## config.mk

```make
export PLATFORM = sky130hd
export DESIGN_NAME = bank_row_ctrl
export DESIGN_NICKNAME = d
export VERILOG_FILES = /design/src/design/bank_row_pkg.sv /design/src/design/bank_row_ctrl.sv /design/src/design/row_store.sv
export SDC_FILE = /design/constraint.sdc
export NUM_CORES = 1
export LEC_CHECK = 0
export BUFFER_PORTS_ARGS = -buffer_cell sky130_fd_sc_hd__buf_2
export CORE_MARGIN = 4
export CORE_UTILIZATION = 30
export CTS_CLUSTER_SIZE = 12
export DETAILED_ROUTE_END_ITERATION = 8
export PLACE_DENSITY = 0.56
export REMOVE_ABC_BUFFERS = 1
export SYNTH_ARGS = -nofsm -noshare
export SYNTH_HDL_FRONTEND = slang
export SYNTH_SLANG_ARGS = --single-unit
```

## constraint.sdc

```tcl
create_clock -name SYS_CLK -period 3.5 [get_ports SYS_CLK]
set_clock_uncertainty 0.05 [all_clocks]
set_input_delay 0.525 -clock SYS_CLK [delete_from_list [all_inputs] [get_ports SYS_CLK]]
set_output_delay 0.525 -clock SYS_CLK [all_outputs]
set_load 0.005 [all_outputs]
```

## src/design/bank_row_pkg.sv

```systemverilog
// Shared constants, command encodings and carrier types for the bank row state block.
package bank_row_pkg;

    // Command opcodes carried in the command struct.
    localparam logic [2:0] OP_NOP  = 3'h0;
    localparam logic [2:0] OP_ACT  = 3'h1;
    localparam logic [2:0] OP_PRE  = 3'h2;
    localparam logic [2:0] OP_PREA = 3'h3;
    localparam logic [2:0] OP_RD   = 3'h4;
    localparam logic [2:0] OP_WR   = 3'h5;

    // Address geometry and special address bits.
    localparam int ROW_W   = 15;
    localparam int BANK_W  = 3;
    localparam int AP_BIT  = 10;
    localparam int OTF_BIT = 12;
    localparam int LAT_W   = 6;

    // Burst-length field encodings of the burst configuration.
    localparam logic [1:0] BL_FIXED_EIGHT = 2'h0;
    localparam logic [1:0] BL_ON_THE_FLY  = 2'h1;

    // Clock cycles that a burst occupies on the data pins.
    localparam int EIGHT_BEAT_CYC = 4;
    localparam int FOUR_BEAT_CYC  = 2;

    // Core times in nanoseconds and the clock rate used to convert them.
    localparam int CLK_MHZ                      = 40;
    localparam int PRECHARGE_RECOVERY_TIME_NS   = 15;
    localparam int ACTIVATE_TO_PRECHARGE_MIN_NS = 33;

    // Least times round up to whole cycles and never fall below one cycle.
    localparam int RP_RAW  = (PRECHARGE_RECOVERY_TIME_NS * CLK_MHZ + 999) / 1000;
    localparam int RAS_RAW = (ACTIVATE_TO_PRECHARGE_MIN_NS * CLK_MHZ + 999) / 1000;
    localparam int RP_CYC  = (RP_RAW < 1) ? 1 : RP_RAW;
    localparam int RAS_CYC = (RAS_RAW < 1) ? 1 : RAS_RAW;

    // One command slot from the controller.
    typedef struct packed {
        logic             valid;
        logic [2:0]       op;
        logic             bg;
        logic [1:0]       ba;
        logic [ROW_W-1:0] addr;
    } cmd_t;

    // Per-bank state, one-hot.
    typedef enum logic [2:0] {
        B_IDLE = 3'b001,
        B_ACT  = 3'b010,
        B_PRE  = 3'b100
    } bank_st_t;

    // Registered view of all eight banks.
    typedef struct packed {
        logic [7:0] active;
        logic [7:0] precharging;
        logic [7:0] ap_pending;
    } bank_view_t;

endpackage : bank_row_pkg

```

## src/design/bank_row_ctrl.sv

```systemverilog
// Per-bank row activation, precharge, auto-precharge and read data drive window.
//
// What this block does
// RULE1 - An activate takes the bank group, the bank and the fifteen-bit row from the address.
// RULE2 - An activated row stays open until a precharge to its bank or a precharge of all banks.
// RULE3 - The controller precharges a bank before opening another row in it.
// RULE4 - After a precharge the controller waits the recovery time before it activates the bank.
// RULE5 - During an auto-precharge another bank may be accessed if no running transfer is cut.
// RULE6 - A precharged bank is idle and must be activated before any read or write to it.
// RULE7 - A precharge to an idle bank or to a bank already precharging is accepted without error.
// RULE8 - With several precharges to one bank the recovery time counts from the latest one.
// RULE9 - Address bit ten high with a read or write requests auto-precharge of that bank.
// RULE10 - A read auto-precharge waits until the activate-to-precharge minimum has passed.
// RULE11 - A write auto-precharge starts only after the last data beat has been stored.
// RULE12 - A bank shut by auto-precharge may reopen one recovery time after its hidden precharge.
// RULE13 - After a read the data pins are released at read latency plus four or plus two cycles.
// RULE14 - A read uses eight beats on fixed-eight bursts, or on the fly with bit twelve high.
// RULE15 - In on-the-fly mode bit twelve low chops the burst to four beats and high gives eight.
// RULE16 - Each bank is idle, open on a row, or precharging, and commands are checked against it.
`timescale 1ns/1ps
module bank_row_ctrl
    import bank_row_pkg::*;
#(
    parameter int NBANK = 8,
    parameter int CNT_W = 8
) (
    input  wire logic             SYS_CLK,          // System clock, 40 MHz.
    input  wire logic             RST,              // Synchronous reset, active high.
    input  wire logic             CE,               // Clock enable, freezes all state when low.
    input  wire cmd_t             CMD,              // Command slot from the controller.
    input  wire logic [1:0]       BURST_MODE,       // Burst-length field of burst_config_register.
    input  wire logic [LAT_W-1:0] READ_LATENCY,     // read_latency in clock cycles.
    input  wire logic [LAT_W-1:0] WRITE_LATENCY,    // Write latency in clock cycles.
    output bank_view_t            BANK_VIEW,        // Registered per-bank state flags.
    output logic [ROW_W-1:0]      OPEN_ROW,         // Stored row of the last addressed bank.
    output logic                  DQ_OE,            // High while the data pins are driven.
    output logic                  EIGHT_BEAT_BURST, // Length of the last read or write.
    output logic                  CMD_ERR           // One-cycle pulse on an illegal command.
);

    // Refuse sizes the logic cannot serve.
    if (NBANK != (1 << BANK_W)) begin : g_bad_banks
        $error("bank_row_ctrl needs exactly eight banks.");
    end
    if ((RP_CYC >= (1 << CNT_W)) || (RAS_CYC >= (1 << CNT_W))) begin : g_bad_cnt
        $error("bank_row_ctrl counter width too small for core times.");
    end
    if (CNT_W < LAT_W + 2) begin : g_bad_lat
        $error("bank_row_ctrl counter width too small for latencies.");
    end

    localparam logic [CNT_W-1:0] RP_LOAD  = CNT_W'(RP_CYC - 1);
    localparam logic [CNT_W-1:0] RAS_DONE = CNT_W'(RAS_CYC);
    localparam logic [CNT_W-1:0] BL8_CNT  = CNT_W'(EIGHT_BEAT_CYC);
    localparam logic [CNT_W-1:0] BC4_CNT  = CNT_W'(FOUR_BEAT_CYC);

    // Bank index from bank group and bank address.
    function automatic logic [BANK_W-1:0] bank_of(input cmd_t c);
        bank_of = {c.bg, c.ba}; // [RULE1]
    endfunction : bank_of

    // Command decode.
    wire              cmd_v    = CMD.valid;
    wire              is_act   = cmd_v && (CMD.op == OP_ACT);
    wire              is_pre   = cmd_v && (CMD.op == OP_PRE);
    wire              is_prea  = cmd_v && (CMD.op == OP_PREA);
    wire              is_rd    = cmd_v && (CMD.op == OP_RD);
    wire              is_wr    = cmd_v && (CMD.op == OP_WR);
    wire              is_rw    = is_rd || is_wr;
    wire [BANK_W-1:0] bank_sel = bank_of(CMD);
    wire              ap_req   = CMD.addr[AP_BIT];  // [RULE9]
    wire              otf_high = CMD.addr[OTF_BIT];

    // Burst length chosen by the field and, on the fly, by bit twelve.
    wire eight_now = (BURST_MODE == BL_FIXED_EIGHT) ||
                     ((BURST_MODE == BL_ON_THE_FLY) && otf_high); // [RULE14] [RULE15]
    wire [CNT_W-1:0] beats_cyc = eight_now ? BL8_CNT : BC4_CNT;

    // Cycles from a write command until its last beat sits in the array.
    wire [CNT_W-1:0] wr_store = CNT_W'(WRITE_LATENCY) + beats_cyc; // [RULE11]

    logic [NBANK-1:0] act_v;
    logic [NBANK-1:0] pre_v;
    logic [NBANK-1:0] ap_v;
    logic [NBANK-1:0] err_v;

    // Per-bank state machines with their timers.
    for (genvar b = 0; b < NBANK; b++) begin : g_bank
        bank_st_t         st_ff;
        bank_st_t         nxt_st;
        logic [CNT_W-1:0] ras_ff;
        logic [CNT_W-1:0] nxt_ras;
        logic [CNT_W-1:0] rp_ff;
        logic [CNT_W-1:0] nxt_rp;
        logic [CNT_W-1:0] apw_ff;
        logic [CNT_W-1:0] nxt_apw;
        logic             ap_ff;
        logic             nxt_ap;

        wire sel      = cmd_v && (bank_sel == BANK_W'(b));
        wire pre_hit  = (is_pre && sel) || is_prea;          // [RULE2]
        wire act_hit  = is_act && sel;
        wire rw_hit   = is_rw && sel && (st_ff == B_ACT);
        wire ras_done = (ras_ff >= RAS_DONE);
        wire ap_go    = ap_ff && (apw_ff == '0) && ras_done; // [RULE10] [RULE11]
        wire rp_over  = (st_ff == B_PRE) && (rp_ff == '0);    // Last cycle of recovery.
        wire act_ok   = (st_ff == B_IDLE) || rp_over;         // [RULE4] [RULE12]

        // Next state: explicit precharge wins over a pending auto-precharge.
        always_comb begin
            nxt_st  = st_ff;
            nxt_ras = ras_done ? ras_ff : ras_ff + CNT_W'(1);
            nxt_rp  = (rp_ff != '0) ? rp_ff - CNT_W'(1) : rp_ff;
            nxt_apw = (apw_ff != '0) ? apw_ff - CNT_W'(1) : apw_ff;
            nxt_ap  = ap_ff;
            case (st_ff)
                B_IDLE: begin
                    if (act_hit) begin // [RULE16]
                        nxt_st  = B_ACT;
                        nxt_ras = '0;
                        nxt_ap  = 1'b0;
                    end
                end
                B_ACT: begin
                    if (pre_hit) begin // [RULE2]
                        nxt_st = B_PRE;
                        nxt_rp = RP_LOAD;
                        nxt_ap = 1'b0;
                    end else if (ap_go) begin // [RULE12]
                        nxt_st = B_PRE;
                        nxt_rp = RP_LOAD;
                        nxt_ap = 1'b0;
                    end else if (rw_hit && ap_req) begin // [RULE9]
                        nxt_ap  = 1'b1;
                        nxt_apw = is_wr ? wr_store : '0;
                    end
                end
                B_PRE: begin
                    if (pre_hit) begin // [RULE8]
                        nxt_rp = RP_LOAD;
                    end else if (act_hit && act_ok) begin // [RULE12]
                        nxt_st  = B_ACT;
                        nxt_ras = '0;
                    end else if (rp_ff == '0) begin // [RULE4] [RULE12]
                        nxt_st = B_IDLE;
                    end
                end
                default: begin
                    nxt_st = B_IDLE;
                end
            endcase
        end

        // Bank registers.
        always_ff @(posedge SYS_CLK) begin
            if (RST) begin
                st_ff  <= B_IDLE;
                ras_ff <= '0;
                rp_ff  <= '0;
                apw_ff <= '0;
                ap_ff  <= 1'b0;
            end else if (CE) begin
                st_ff  <= nxt_st;
                ras_ff <= nxt_ras;
                rp_ff  <= nxt_rp;
                apw_ff <= nxt_apw;
                ap_ff  <= nxt_ap;
            end
        end

        // A precharge to an idle or precharging bank is never an error.
        assign err_v[b] = (act_hit && !act_ok) ||
                          (is_rw && sel && (st_ff != B_ACT)); // [RULE3] [RULE6] [RULE7] [RULE16]
        assign act_v[b] = (nxt_st == B_ACT);
        assign pre_v[b] = (nxt_st == B_PRE);
        assign ap_v[b]  = nxt_ap;
    end

    wire cmd_bad = |err_v;

    // Open row addresses, written on every legal activate.
    wire row_wr = is_act && !cmd_bad; // [RULE1]

    row_store #(
        .DEPTH (NBANK),
        .AW    (BANK_W),
        .DW    (ROW_W)
    ) u_rows (
        .clk     (SYS_CLK),
        .rst     (RST),
        .ce      (CE),
        .wr_en   (row_wr),
        .wr_addr (bank_sel),
        .wr_data (CMD.addr),
        .rd_addr (bank_sel),
        .rd_data (OPEN_ROW)
    );

    // Read data window: age counts from the read command edge.
    logic             rd_run_ff;
    logic [CNT_W-1:0] age_ff;
    logic [CNT_W-1:0] start_ff;
    logic [CNT_W-1:0] end_ff;

    // A new read restarts the window; the controller keeps reads from cutting a burst short.
    wire              rd_go     = is_rd && !cmd_bad; // [RULE5]
    wire [CNT_W-1:0]  rl_cnt    = CNT_W'(READ_LATENCY);
    wire              nxt_run   = rd_go || (rd_run_ff && (age_ff < end_ff));
    wire [CNT_W-1:0]  nxt_age   = rd_go ? '0 :
                                  (rd_run_ff ? age_ff + CNT_W'(1) : age_ff);
    wire [CNT_W-1:0]  nxt_start = rd_go ? rl_cnt : start_ff;
    wire [CNT_W-1:0]  nxt_end   = rd_go ? rl_cnt + beats_cyc : end_ff; // [RULE13]
    wire              nxt_oe    = nxt_run && (nxt_age >= nxt_start) &&
                                  (nxt_age < nxt_end); // [RULE13]

    // Read window registers.
    always_ff @(posedge SYS_CLK) begin
        if (RST) begin
            rd_run_ff <= 1'b0;
            age_ff    <= '0;
            start_ff  <= '0;
            end_ff    <= '0;
        end else if (CE) begin
            rd_run_ff <= nxt_run;
            age_ff    <= nxt_age;
            start_ff  <= nxt_start;
            end_ff    <= nxt_end;
        end
    end

    // Registered outputs.
    always_ff @(posedge SYS_CLK) begin
        if (RST) begin
            BANK_VIEW        <= '0;
            DQ_OE            <= 1'b0;
            EIGHT_BEAT_BURST <= 1'b1;
            CMD_ERR          <= 1'b0;
        end else if (CE) begin
            BANK_VIEW        <= '{active: act_v, precharging: pre_v, ap_pending: ap_v};
            DQ_OE            <= nxt_oe;
            CMD_ERR          <= cmd_bad; // [RULE16]
            if (is_rw) begin
                EIGHT_BEAT_BURST <= eight_now; // [RULE14]
            end
        end
    end

endmodule : bank_row_ctrl

```

## src/design/row_store.sv

```systemverilog
// Small memory holding the open row address of each bank, registered read port.
`timescale 1ns/1ps
module row_store #(
    parameter int DEPTH = 8,
    parameter int AW    = 3,
    parameter int DW    = 15
) (
    input  wire logic          clk,     // System clock.
    input  wire logic          rst,     // Synchronous reset, clears the read register.
    input  wire logic          ce,      // Clock enable.
    input  wire logic          wr_en,   // Write strobe.
    input  wire logic [AW-1:0] wr_addr, // Write address.
    input  wire logic [DW-1:0] wr_data, // Write data.
    input  wire logic [AW-1:0] rd_addr, // Read address.
    output logic      [DW-1:0] rd_data  // Registered read data.
);

    logic [DW-1:0] mem [DEPTH];

    // Refuse a depth that the address cannot reach.
    if (DEPTH > (1 << AW)) begin : g_bad_depth
        $error("row_store depth exceeds address range.");
    end

    // Array write.
    always_ff @(posedge clk) begin
        if (ce && wr_en) begin
            mem[wr_addr] <= wr_data;
        end
    end

    // Registered read.
    always_ff @(posedge clk) begin
        if (rst) begin
            rd_data <= '0;
        end else if (ce) begin
            rd_data <= mem[rd_addr];
        end
    end

endmodule : row_store

```

After elaboration in Yosys (flattened, before gate mapping)
Memories as Yosys holds them, arrays and structs flattened. A register that Yosys moved wholly into a read port is not among the register bits.
Cells that the tools add are included.
{ "op_classes": {"n_addsub": 27, "magnitude_cmp": 11, "eq_ne": 61, "muxes": 224, "n_reduce_logical": 180} }
{ "ops": {"columns": ["operator", "n"], "rows": [
  ["$mux W8", 108],
  ["$pmux W8 S2", 16],
  ["$mux W3", 49],
  ["$logic_not A8 Y1", 16],
  ["$reduce_bool A8 Y1", 16],
  ["$sub A8 B1 Y8 const B", 16],
  ["$logic_and A1 B1 Y1", 108],
  ["$add A8 B1 Y8 const B", 9],
  ["$pmux W3 S3", 8],
  ["$eq A3 B3 Y1 const B", 22],
  ["$ge A8 B2 Y1 const B", 8],
  ["$eq A3 B2 Y1 const B", 20],
  ["$mux W1", 34],
  ["$eq A3 B1 Y1 const B", 10],
  ["$logic_or A1 B1 Y1", 27],
  ["$ne A3 B2 Y1 const B", 8],
  ["$lt A8 B8 Y1", 2],
  ["$pmux W1 S2", 8],
  ["$add A6 B3 Y7", 2],
  ["$logic_not A1 Y1", 9],
  ["$ge A8 B8 Y1", 1],
  ["$reduce_or A8 Y1", 1],
  ["$mux W7", 1],
  ["$logic_not A3 Y1", 1],
  ["3 further kinds", 3]
]} }
{ "totals": {"regBits": 276, "mem_bits_rw": 120, "inputBits": 39, "out_inout_bits": 42, "word_cells": 554, "n_memories": 1} }
{ "memory_table": {"columns": ["memory", "words", "word_bits", "read_ports", "rd_clocked_by_memory_dff", "wr", "line_no", "source"], "rows": [
  ["u_rows.mem", 8, 15, 1, 1, 1, "row_store.sv:18", "logic [DW-1:0] mem [DEPTH];"]
]} }

Longest topological paths before layout
Gate-level depths: netlist of the first run.
{ "logic_depth": {"word_depth": 13, "depth_mapped": 15, "depth_no_buf": 15} }

Hierarchy
A second synthesis of the first run with hierarchy kept.
{ "hier_totals": {"cells_unflattened": 2192, "area_unflattened_um2": 20239.4} }
{ "modules_own_cells": {"columns": ["module", "instances", "cells_per_inst", "area_each_um2", "seq_area_each_um2"], "rows": [
  ["bank_row_ctrl", 1, 1904, 15011.9, 5365.1],
  ["row_store", 1, 288, 5227.5, 3903.7]
]} }

Worst setup path after synthesis of the first run
Ideal clock, no wire load.
{ "synth_path": {"kind": "reg2reg", "start": "register g_bank[4].rp_ff[0]", "end": "memory u_rows.mem[4][0], enable pin", "setup_ns": 0.406, "arrival_ns": 3.077, "required_time_ns": 3.044, "slack_ns": -0.033, "stages_incl_launch_ff": 8, "path_buffers": 0, "synth_period_minus_slack_ns": 3.533, "path_cell_list": "dfxtp_1 > inv_1 > ha_1 > or4b_4 > or4_4 > o311ai_4 > nand3_4 > nor3_1"} }
{ "synth_via": {"elab_chain_cells": 12} }
{ "synth_rtl": {"columns": ["item", "line_no", "source"], "rows": [
  ["start, declared", "bank_row_ctrl.sv:93", "logic [CNT_W-1:0] rp_ff;"],
  ["start signal, assigned", "bank_row_ctrl.sv:165", "rp_ff <= nxt_rp;"],
  ["$logic_not A8 Y1", "bank_row_ctrl.sv:106", "wire rp_over = (st_ff == B_PRE) && (rp_ff == '0);"],
  ["$logic_and A1 B1 Y1", "bank_row_ctrl.sv:106", null],
  ["$logic_or A1 B1 Y1", "bank_row_ctrl.sv:107", "wire act_ok = (st_ff == B_IDLE) || rp_over;"],
  ["$logic_not A1 Y1", "bank_row_ctrl.sv:172", "assign err_v[b] = (act_hit && !act_ok) ||"],
  ["$logic_and A1 B1 Y1", "bank_row_ctrl.sv:172", null],
  ["$logic_or A1 B1 Y1", "bank_row_ctrl.sv:172", null],
  ["$reduce_or A8 Y1", "bank_row_ctrl.sv:179", "wire cmd_bad = |err_v;"],
  ["$logic_not A1 Y1", "bank_row_ctrl.sv:182", "wire row_wr = is_act && !cmd_bad;"],
  ["$logic_and A1 B1 Y1", "bank_row_ctrl.sv:182", null],
  ["$logic_and A1 B1 Y1", "row_store.sv:27", "if (ce && wr_en) begin"],
  ["$mux W1", "row_store.sv:27", null],
  ["$mux W1 (implied by the code)", "row_store.sv:28", "mem[wr_addr] <= wr_data;"],
  ["end, declared", "row_store.sv:18", null]
]} }
No other way between the ends.

Worst setup path after layout of the first run
{ "layout_path": {"start": "register g_bank[4].rp_ff[0]", "end": "memory u_rows.mem[6][5], enable pin"} }
Same word-level chain as after synthesis.

==> run_results.csv, run 1 <==
group,metric,value,unit
setup_path,path_class,"flop to flop",
hold_path,hold_path.class,"input pin to flop",
setup_path,required,3750,ps
drt,vias_per_cell,5.424,
yosys,yosys_most_used_dff,"dfxtp_1",
hold_path,hold_start,"CMD[3]",
timing,slew_violations,0,
setup_path,reg2reg_from,"g_bank[4].rp_ff[0]",
global_routing,grt_pass1_wl,96.66,mm
status,status,"finished clean",
final_layout,drive_gt1_frac,0.1480,
yosys,yosysWarnings,0,
global_routing,overflow,0,
floorplanning,dieArea,72570,um^2
clock_network,clkTransAtPathRegs,60,ps
final_layout,fin_area,24130,um^2
drt,drtIter0Drc,1442,
setup_path,ff2ff_setup_slack,120,ps
yosys,synth.most_common_cell,"dfxtp_1",
yosys,synthCells,2248,
final_layout,num-fill-cells,6675,
placed_design,dpl.hpwl,41.99,mm
floorplanning,fp.dieW,269.4,um
timing,relSlewSlack,0.3325,
floorplanning,placementRows,95,
clock_network,cts_hold_buffers,0,
global_routing,grt.total_usage,0.1634,
drt,vias,17835,
clock_network,cts_resized,0,
floorplanning,io_pins,81,
clock_network,post_cts_buffers,0,
timing,final-hold-violation-count,0,
clock_network,cts_buffer_depth,3,
placed_design,dpl_cell_area,22520,um^2
yosys,netlist_area,20500,um^2
pwr,power_leakage,0.008772,uW
drt,ant_nets,0,
floorplanning,initial_core_util,0.3041,
setup_path,path_max_fanout,15,
setup_path,cp-start-kind,"flop",
timing,max_freq,295.8,MHz
pwr,powerDensity,617.3,nW/um^2
timing,min_period,3381,ps
clock_network,insertion_delay,600,ps
timing,setup_violations,0,
global_routing,antenna_found_initial,10,
clock_network,cts_root_buf,"clkbuf_16",
setup_path,reg2reg_to,"u_rows.mem[6][5]",
hold_path,min_to,"u_rows.mem[4][3]",
job,maxCapViolCount,0,
placed_design,dp_cells,3197,
timing,worst_pin_slew,1001,ps
clock_network,cts_tree,"built",
final_layout,finalNetCount,2473,
clock_network,htree_levels,2,
yosys,synth_top_area_cell,"dfxtp_1",
drt,drt-pass1-iter-count,5,
clock_network,cts_buffers,47,
placed_design,place_congestion,0.8964,
yosys,synth_edf_count,120,
yosys,synth-seq-cells,403,
placed_design,place_ws,-158.8,ps
drt,drt-total-wl,61.70,mm
drt,drc,0,
floorplanning,chipHeight,269.4,um
global_routing,first_global_vias,17234,
placed_design,io_buffers,80,
hold_path,min_path_cells,1,
setup_path,end_kind,"flop",
floorplanning,coreArea,67400,um^2
final_layout,areaGrowthSynthToFinish,17.72,%
yosys,syn_avg_cell_area,9.117,um^2
yosys,synth.top_cell.area_share,0.2764,
setup_path,worst-r2r-cell-count,10,
timing,min_period_over_period,0.9659,
clock_network,clock-sinks,403,
yosys,yosys-top-cells-area,"dfxtp_1 (28%), edfxtp_1 (18%), nand2_1 (3.9%)",
yosys,seq_area_frac_synth,0.4522,
setup_path,worst_ep_arrival_time,3630,ps
global_routing,grt_start_max_net_pins,176,
final_layout,layoutNonFillerInstCount,3288,
timing,rsz0062_at_grt,"no",
pwr,vdd_drop_max,0.4650,mV
yosys,ys_types,90,
timing,setup_slack,119.4,ps
yosys,synthArstFlopShare,0,
drt,wl_per_cell,18.76,um
yosys,synth_common_cells,"dfxtp_1 (283), nand2_1 (212), nor2_1 (184), o21ai_0 (149), a21oi_1 (147)",
-- cells by family (layout without fill, tap and decap cells) --
kind of cell | count (synthesis) | count (layout) | share of synthesized area
and+or+nand+nor | 884 | 884 | 0.2264
AOI/OAI and AO/OA | 581 | 581 | 0.1841
DFF | 403 | 403 | 0.4522
buffers and inverters | 207 | 371 | 0.04194
adders and majority gates | 61 | 61 | 0.03797
muxes | 57 | 57 | 0.03388
xor gates and xnor gates | 55 | 55 | 0.02350
other | 0 | 3 | 0
-- power by group --
group | switching, uW | internal [uW]
clock network | 2080 | 2970
registers | 500 | 5290
logic | 2340 | 1730
-- layout make-up --
cell class / instances / area [um^2] / share of cell area
diodes: 3 / 7.507 / 0.0003111
clock inverters: 27 / 305.3 / 0.01265
well taps: 873 / 1092 / 0.04527
clock buffers: 61 / 1279 / 0.05300
inverters: 82 / 309.0 / 0.01281
flip-flops and latches: 403 / 9269 / 0.3842
multi-input cells: 1638 / 10410 / 0.4313
repair buffers: 201 / 1459 / 0.06046
-- worst max-delay path, cell delays in order, from the launching register on --
cell and delay (ps):
dfxtp_1 330, inv_1 80, ha_1 210, or4b_4 520, or4_4 480, o311ai_4 310
nand3_4 190, nor4_4 310, buf_4 200, nor2b_2 210, buf_12 190
-- state kept, by name, summed over array words and instances (netlist names), named ones only --
signal and cells:
DQ_OE 1, CMD_ERR 1, BANK_VIEW 16, EIGHT_BEAT_BURST 1, end_ff 8, u_rows.rd_data 15
rd_run_ff 1, u_rows.mem 120, g_bank.rp_ff 64, g_bank.apw_ff 64, start_ff 8, age_ff 8
g_bank.st_ff 24, g_bank.ras_ff 64
-- layer usage --
layer / wire length, um / part of all wire / GRT usage / up-vias
li1: - / - / - / 8541
met1: 27440 / 0.44 / 0.2156 / 8607
met2: 28420 / 0.46 / 0.2717 / 558
met3: 4133 / 0.067 / 0.03334 / 119
met4: 1633 / 0.026 / 0.04826 / 10
met5: 75 / 0.0012 / 0 / -
-- per-stage QoR --
stage / setup TNS, ps / total power [uW] / util / hold slack, ps
after global routing: 0 / 15840 / 0.3579 / 136.6
after global placement: -87.53 / 9718 / 0.3341 / 367.6
final: 0 / 14890 / 0.3580 / 154.0
after detailed placement: -158.8 / 9869 / 0.3341 / 372.1
after floorplan: -639.2 / 8768 / - / 358.0
after CTS: 0 / 14980 / 0.3576 / 120.4
-- how the worst max path moves through the flow --
stage                             from               end  slack [ps]  cells after the start
global route        g_bank[6].rp_ff[0]  u_rows.mem[0][5]           2                     11
finish              g_bank[4].rp_ff[0]  u_rows.mem[6][5]         120                     10
floorplan           g_bank[5].st_ff[1]             DQ_OE        -150                     11
global placement               CMD[15]             DQ_OE         -90                     13
CTS                 g_bank[0].st_ff[1]             DQ_OE          20                     11
detailed placement             CMD[15]             DQ_OE        -160                     13
-- cells in the final DEF (no fill, tap or decap), types with 25 or more instances in the layout --
| cell type | n |
|---|---|
| nor4_1 | 25 |
| o21ai_0 | 149 |
| nand2_1 | 212 |
| a211oi_1 | 33 |
| nor3_1 | 98 |
| inv_1 | 80 |
| edfxtp_1 | 120 |
| buf_4 | 110 |
| nand3_1 | 70 |
| dfxtp_1 | 283 |
| nand2b_1 | 30 |
| buf_2 | 78 |
| nor2_1 | 183 |
| mux2i_1 | 39 |
| a21oi_1 | 147 |
| clkbuf_16 | 47 |
| xnor2_1 | 34 |
| nor2b_1 | 26 |
| and2_1 | 54 |
| a31oi_1 | 36 |
| nor3b_1 | 34 |
| ha_1 | 59 |
Note: power is estimated with default switching activity, not from simulation.
==> run 2, diff against run 1 <==
--- a/config.mk
+++ b/config.mk
@@ -8,10 +8,10 @@
 export BUFFER_PORTS_ARGS = -buffer_cell sky130_fd_sc_hd__buf_2
 export CORE_MARGIN = 4
 export CORE_UTILIZATION = 30
-export CTS_CLUSTER_SIZE = 12
 export DETAILED_ROUTE_END_ITERATION = 8
 export PLACE_DENSITY = 0.56
 export REMOVE_ABC_BUFFERS = 1
 export SYNTH_ARGS = -nofsm -noshare
 export SYNTH_HDL_FRONTEND = slang
+export SYNTH_HIERARCHICAL = 1
 export SYNTH_SLANG_ARGS = --single-unit
==> run_results.csv, run 2 <==
group,metric,value,unit
pwr,pwr-share-clk,0.346,
timing,setup_violations,0,
yosys,synth_xor_area_frac,0.02856,
timing,final-hold-violation-count,0,
setup_path,critPathTopFamily,"simple AND/OR/NAND/NOR gates",
pwr,seqPwrFrac,0.402,
setup_path,path_class,"flop to flop",
drt,drc,0,
timing,max_freq,297.4,MHz
yosys,synth_common_cells,"dfxtp_1 (283), nor2_1 (205), nand2_1 (177), o21ai_0 (162), a21oi_1 (121)",
hold_path,min_path_cells,1,
timing,min_period,3362,ps
setup_path,end_kind,"flop",
setup_path,required,3770,ps
pwr,p_sw_frac,0.3156,
drt,vias,16809,
final_layout,largest_reg_flops,120,
timing,min_period_over_period,0.9606,
floorplanning,coreArea,66330,um^2
final_layout,layoutNonFillerInstCount,3216,
drt,vias_per_cell,5.227,
pwr,powerDensity,598.9,nW/um^2
yosys,netlist_area,20240,um^2
yosys,synth.most_common_cell,"dfxtp_1",
yosys,yosys-top-cells-area,"dfxtp_1 (28%), edfxtp_1 (18%), o21ai_0 (4.0%)",
yosys,synth_compound_area_frac,0.1816,
placed_design,place_congestion,0.8618,
pwr,pwr-share-comb,0.252,
yosys,synth.top_cell.area_share,0.2799,
clock_network,clkTransAtPathRegs,60,ps
job,maxCapViolCount,0,
final_layout,max_flop_register,"u_rows/mem",
setup_path,path_max_fanout,7,
yosys,ys_types,83,
timing,slew_violations,0,
drt,drtIter0Drc,1210,
placed_design,io_buffers,80,
setup_path,crit_slowest_cell,"or4_4",
pwr,vdd_drop_max,0.3380,mV
floorplanning,dieArea,71680,um^2
global_routing,grt.total_usage,0.1502,
floorplanning,placementRows,94,
floorplanning,fp.dieW,267.7,um
setup_path,reg2reg_from,"g_bank[6].rp_ff[0]",
clock_network,clock-sinks,403,
yosys,synthCells,2192,
floorplanning,initial_core_util,0.3051,
timing,setup_slack,137.8,ps
final_layout,multi_input_area,10220,um^2
pwr,p_switching,4482,uW
yosys,synth-simple-area-share,0.2090,
placed_design,dp_cells,3123,
drt,wl_per_cell,17.15,um
setup_path,critPathBufInv,4,
yosys,syn_avg_cell_area,9.233,um^2
placed_design,dpl.hpwl,38.29,mm
setup_path,crit_chain,"inv_2 > ha_4 > or4b_4 > or4_4 > o21ai_4 > nor2_4 > a211oi_2 > nand4b_1 > nor2_1 > buf_4 > or3b_4 > nor2_4 > buf_6 > buf_16",
setup_path,worst_ep_arrival_time,3630,ps
setup_path,reg2reg_to,"u_rows/mem[0][5]",
setup_path,cpMostUsedCell,"nor2_4",
drt,drt-pass1-iter-count,7,
hold_path,hold_start,"CMD[14]",
clock_network,cts_buffers,47,
global_routing,first_global_vias,16272,
clock_network,cts_buffer_depth,3,
drt,drt-total-wl,55.17,mm
placed_design,place_ws,-200.6,ps
yosys,yosysWarnings,6,
global_routing,grt_start_max_net_pins,93,
pwr,total_power,14200,uW
yosys,synth_top_family_by_area,"simple AND/OR/NAND/NOR gates",
global_routing,antenna_found_initial,6,
clock_network,insertion_delay,600,ps
status,status,"finished clean",
drt,ant_nets,0,
global_routing,grt_pass1_wl,87.53,mm
final_layout,areaGrowthSynthToFinish,17.16,%
yosys,yosys_most_used_dff,"dfxtp_1",
yosys,synth-seq-cells,403,
final_layout,register_area,9270,um^2
timing,relSlewSlack,0.3342,
hold_path,min_to,"u_rows/mem[3][14]",
clock_network,cts_tree,"built",
floorplanning,chipHeight,267.7,um
clock_network,htree_levels,2,
yosys,synth_mux_area_frac,0.04173,
final_layout,layout_commonest_cell,"dfxtp_1",
yosys,synth_top_area_cell,"dfxtp_1",
yosys,synthArstFlopShare,0,
pwr,power_leakage,0.008978,uW
setup_path,slowest_delay,480,ps
pwr,power.internal,9719,uW
timing,worst_pin_slew,991.1,ps
final_layout,drive_gt1_frac,0.1490,
setup_path,worst-r2r-cell-count,14,
floorplanning,io_pins,81,
yosys,seq_area_frac_synth,0.4580,
setup_path,cp-start-kind,"flop",
clock_network,cts_hold_buffers,0,
setup_path,ff2ff_setup_slack,140,ps
final_layout,layout_common_cells,"dfxtp_1 (282), nor2_1 (201), nand2_1 (177)",
yosys,synth-adder-area-share,0.03845,
global_routing,overflow,0,
clock_network,cts_root_buf,"clkbuf_16",
hold_path,hold_path.class,"input pin to flop",
final_layout,finalNetCount,2411,
final_layout,num-fill-cells,6659,
yosys,synth_edf_count,120,
==> run 2: logic make-up after synthesis <==
logic type               count (synthesis)
AND/OR/NAND/NOR                        823
adder cells (fa/ha/maj)                 61
buffers and inverters                  193
XOR/XNOR                                66
flip-flops                             403
multiplexers                            80
AO/OA/AOI/OAI                          566
==> run 2: what timing repair did <==
action / in CTS / in global routing
buffers inserted: 1 / 2
pin swaps: 0 / 1
cloned: 1 / 0
gates resized for setup: 8 / 19
endpoints found under the setup margin: 45 / 108
==> run 2: area by class of cell <==
type,count,area share
clock inverter,18,0.009709
inverter,80,0.01266
antenna,3,0.0003166
timing repair buffer,183,0.05324
multi-input combinational,1596,0.4309
tap,864,0.04559
clock buffer,69,0.05667
sequential,403,0.3909
==> run 2: per-stage QoR <==
stage | hold slack (ps) | utilization | instance area, um^2 | setup TNS [ps]
finish | 160.9 | 0.3575 | 23710 | 0
global route | 145.8 | 0.3574 | 23710 | -0.9139
CTS | 127.8 | 0.3564 | 23640 | 0
detailed placement | 387.5 | 0.3317 | 22000 | -6163
global placement | 383.8 | 0.3317 | 22000 | -5024
floorplan | 370.5 | - | 19680 | -29230
==> run 2: worst register-to-register path: cells and delay by family (launching register included) <==
family | cells | cell delay [ps]
DFF | 1 | 320
adders and majority gates | 1 | 130
buffers and inverters | 4 | 450
and+or+nand+nor | 7 | 1800
AOI/OAI and AO/OA | 2 | 320
==> run 2: routing by layer <==
layer | up-vias | routed length [um] | GRT usage
met3 | 109 | 3363 | 0.03058
met1 | 8037 | 25630 | 0.2028
li1 | 8258 | - | -
met4 | 4 | 1389 | 0.04488
met5 | - | 25 | 0
met2 | 401 | 24750 | 0.2444
==> run 2: how the worst max path moves through the flow <==
stage / start / end / slack (ps) / cells past startpoint
2_1_floorplan: g_bank[7].rp_ff[0] / u_rows/mem[2][0] / -480 / 10
3_3_place_gp: g_bank[6].rp_ff[0] / u_rows/mem[0][11] / -180 / 13
3_5_place_dp: g_bank[6].rp_ff[0] / u_rows/mem[1][0] / -200 / 13
4_1_cts: g_bank[6].rp_ff[0] / u_rows/mem[0][6] / 6 / 13
5_1_grt: g_bank[6].rp_ff[0] / u_rows/mem[0][5] / -0.5 / 14
6_report: g_bank[6].rp_ff[0] / u_rows/mem[0][5] / 140 / 14
==> run 2: power groups by stage <==
stage	Clock, uW	Sequential, uW	Combinational (uW)
detailed placement	0	5780	3500
CTS	5070	5690	3540
finish	4920	5700	3580
global route	5270	5780	4090
floorplan	0	5690	2580
global placement	0	5760	3410
==> run 3, diff against run 2 <==
--- a/config.mk
+++ b/config.mk
@@ -7,9 +7,10 @@
 export LEC_CHECK = 0
 export BUFFER_PORTS_ARGS = -buffer_cell sky130_fd_sc_hd__buf_2
 export CORE_MARGIN = 4
-export CORE_UTILIZATION = 30
+export CORE_UTILIZATION = 53
 export DETAILED_ROUTE_END_ITERATION = 8
-export PLACE_DENSITY = 0.56
+export GPL_TIMING_DRIVEN = 0
+export PLACE_DENSITY = 0.83
 export REMOVE_ABC_BUFFERS = 1
 export SYNTH_ARGS = -nofsm -noshare
 export SYNTH_HDL_FRONTEND = slang
==> run_results.csv, run 3 (same netlist as run 2, synthesis figures left out) <==
group,metric,value,unit
status,status,"finished clean",
timing,max_freq,288.6,MHz
clock_network,cts_tree,"built",
final_layout,layout_commonest_cell,"dfxtp_1",
setup_path,worst-r2r-cell-count,12,
final_layout,finalNetCount,2346,
floorplanning,chipHeight,203.4,um
floorplanning,fp.dieW,203.4,um
clock_network,cts_buffers,42,
drt,ant_nets,0,
timing,final-hold-violation-count,0,
drt,drt-total-wl,54.08,mm
placed_design,dpl_cell_area,20970,um^2
setup_path,reg2reg_to,"u_rows/mem[0][8]",
final_layout,max_flop_register,"u_rows/mem",
timing,setup_violations,0,
timing,min_period_over_period,0.9901,
final_layout,fin_area,23030,um^2
setup_path,path_max_fanout,10,
drt,vias,17439,
placed_design,dpl.hpwl,33.15,mm
setup_path,end_kind,"flop",
final_layout,largest_reg_flops,120,
clock_network,cts_root_buf,"clkbuf_16",
global_routing,overflow,0,
global_routing,first_global_vias,16683,
final_layout,layout_common_cells,"dfxtp_1 (279), nor2_1 (194), nand2_1 (175)",
setup_path,worst_ep_arrival_time,3680,ps
placed_design,place_ws,-1530,ps
timing,min_period,3465,ps
hold_path,hold_path.class,"input pin to flop",
clock_network,cts_buffer_depth,3,
pwr,power_leakage,0.008694,uW
placed_design,place_congestion,0.9349,
setup_path,path_class,"flop to flop",
placed_design,io_buffers,80,
setup_path,reg2reg_from,"g_bank[6].rp_ff[0]",
timing,worst_pin_slew,1217,ps
timing,whs,166.8,ps
floorplanning,coreArea,37670,um^2
setup_path,required,3720,ps
timing,rsz0062_at_grt,"yes",
drt,drc,0,
drt,wl_per_cell,19.35,um
pwr,vdd_drop_max,0.3542,mV
hold_path,min_to,"u_rows/mem[6][6]",
global_routing,grt.total_usage,0.2491,
floorplanning,io_pins,81,
floorplanning,dieArea,41380,um^2
hold_path,min_path_cells,1,
final_layout,areaGrowthSynthToFinish,13.79,%
pwr,total_power,13880,uW
setup_path,ff2ff_setup_slack,30,ps
final_layout,drive_gt1_frac,0.1347,
global_routing,antenna_found_initial,5,
timing,finalSetupTns,0,ps
timing,setup_slack,34.55,ps
floorplanning,initial_core_util,0.5373,
drt,drt-pass1-iter-count,6,
pwr,powerDensity,602.5,nW/um^2
clock_network,htree_levels,2,
drt,vias_per_cell,6.239,
clock_network,clkTransAtPathRegs,60,ps
timing,relSlewSlack,0.1868,
drt,drtIter0Drc,1866,
global_routing,grt_pass1_wl,85.42,mm
hold_path,hold_start,"CMD[6]",
floorplanning,placementRows,71,
global_routing,grt_start_max_net_pins,126,
clock_network,clock-sinks,403,
clock_network,insertion_delay,570,ps
setup_path,cp-start-kind,"flop",
job,maxCapViolCount,0,
timing,slew_violations,0,
## run 3: changes by cell type in the layout (fill, tap and decap cells not counted), moves of 4 or more
cell,previous run,this run
buf_4,98,20
buf_6,3,10
nor2_1,201,194
nor2_4,3,10
clkbuf_16,48,43
buf_16,1,5
clkinv_1,0,4
nor3b_1,20,16
## run 3: cell type report
type | count | area [um^2]
antenna | 5 | 12.51
clock buffer | 61 | 1182
clock inverter | 16 | 198.9
fill | 2900 | 14640
inverter | 80 | 300.3
multi-input combinational | 1598 | 10460
sequential | 403 | 9274
tap | 511 | 639.4
timing repair buffer | 121 | 965.9
## run 3: power by group
group | internal, uW | total [uW] | switching, uW
Combinational | 1580 | 3620 | 2040
Sequential | 5260 | 5730 | 471
Clock | 2600 | 4520 | 1920
Total | 9440 | 13900 | 4440
## run 3: worst max-delay path by stage
stage,depth (start not counted),to,slack [ps],startpoint
5_1_grt,12,u_rows/mem[0][7],-10,g_bank[6].rp_ff[0]
2_1_floorplan,10,u_rows/mem[2][0],-480,g_bank[7].rp_ff[0]
3_5_place_dp,11,u_rows/mem[0][3],-1530,g_bank[7].rp_ff[0]
3_3_place_gp,7,g_bank[6].rp_ff[5],-4210,CE
6_report,12,u_rows/mem[0][8],30,g_bank[6].rp_ff[0]
4_1_cts,13,u_rows/mem[1][8],-170,g_bank[6].rp_ff[1]
## run 3: routing by layer
layer	share of wire	routed length, um	up-vias	track usage
li1	-	-	8138	-
met5	0	0	-	0
met3	0.079	4292	170	0.04150
met2	0.47	25530	788	0.4146
met4	0.047	2515	0	0.1135
met1	0.40	21740	8343	0.3201
## run 3: critical path, stage by stage, from the launching register on
cell	delay [ps]
dfxtp_2	330
inv_2	70
ha_4	140
or4b_4	460
or4_4	470
o21ai_4	170
nor2_4	50
a211oi_2	200
nand4b_1	240
nor2_4	200
or3b_4	440
nor2_4	160
buf_8	180
## run 3: timing repair
item / in CTS / in global routing
endpoints found under the setup margin: 147 / 124
buffers inserted: 26 / 6
gates cloned: 3 / 1
gates resized for setup: 50 / 19
hold buffers: 0 / 0
pin swaps: 17 / 13
## run 3: per-stage QoR
stage | cells | utilization
floorplan | 2079 | -
global placement | 2670 | 0.5500
detailed placement | 2680 | 0.5566
CTS | 2786 | 0.6076
global route | 2795 | 0.6114
finish | 2795 | 0.6114
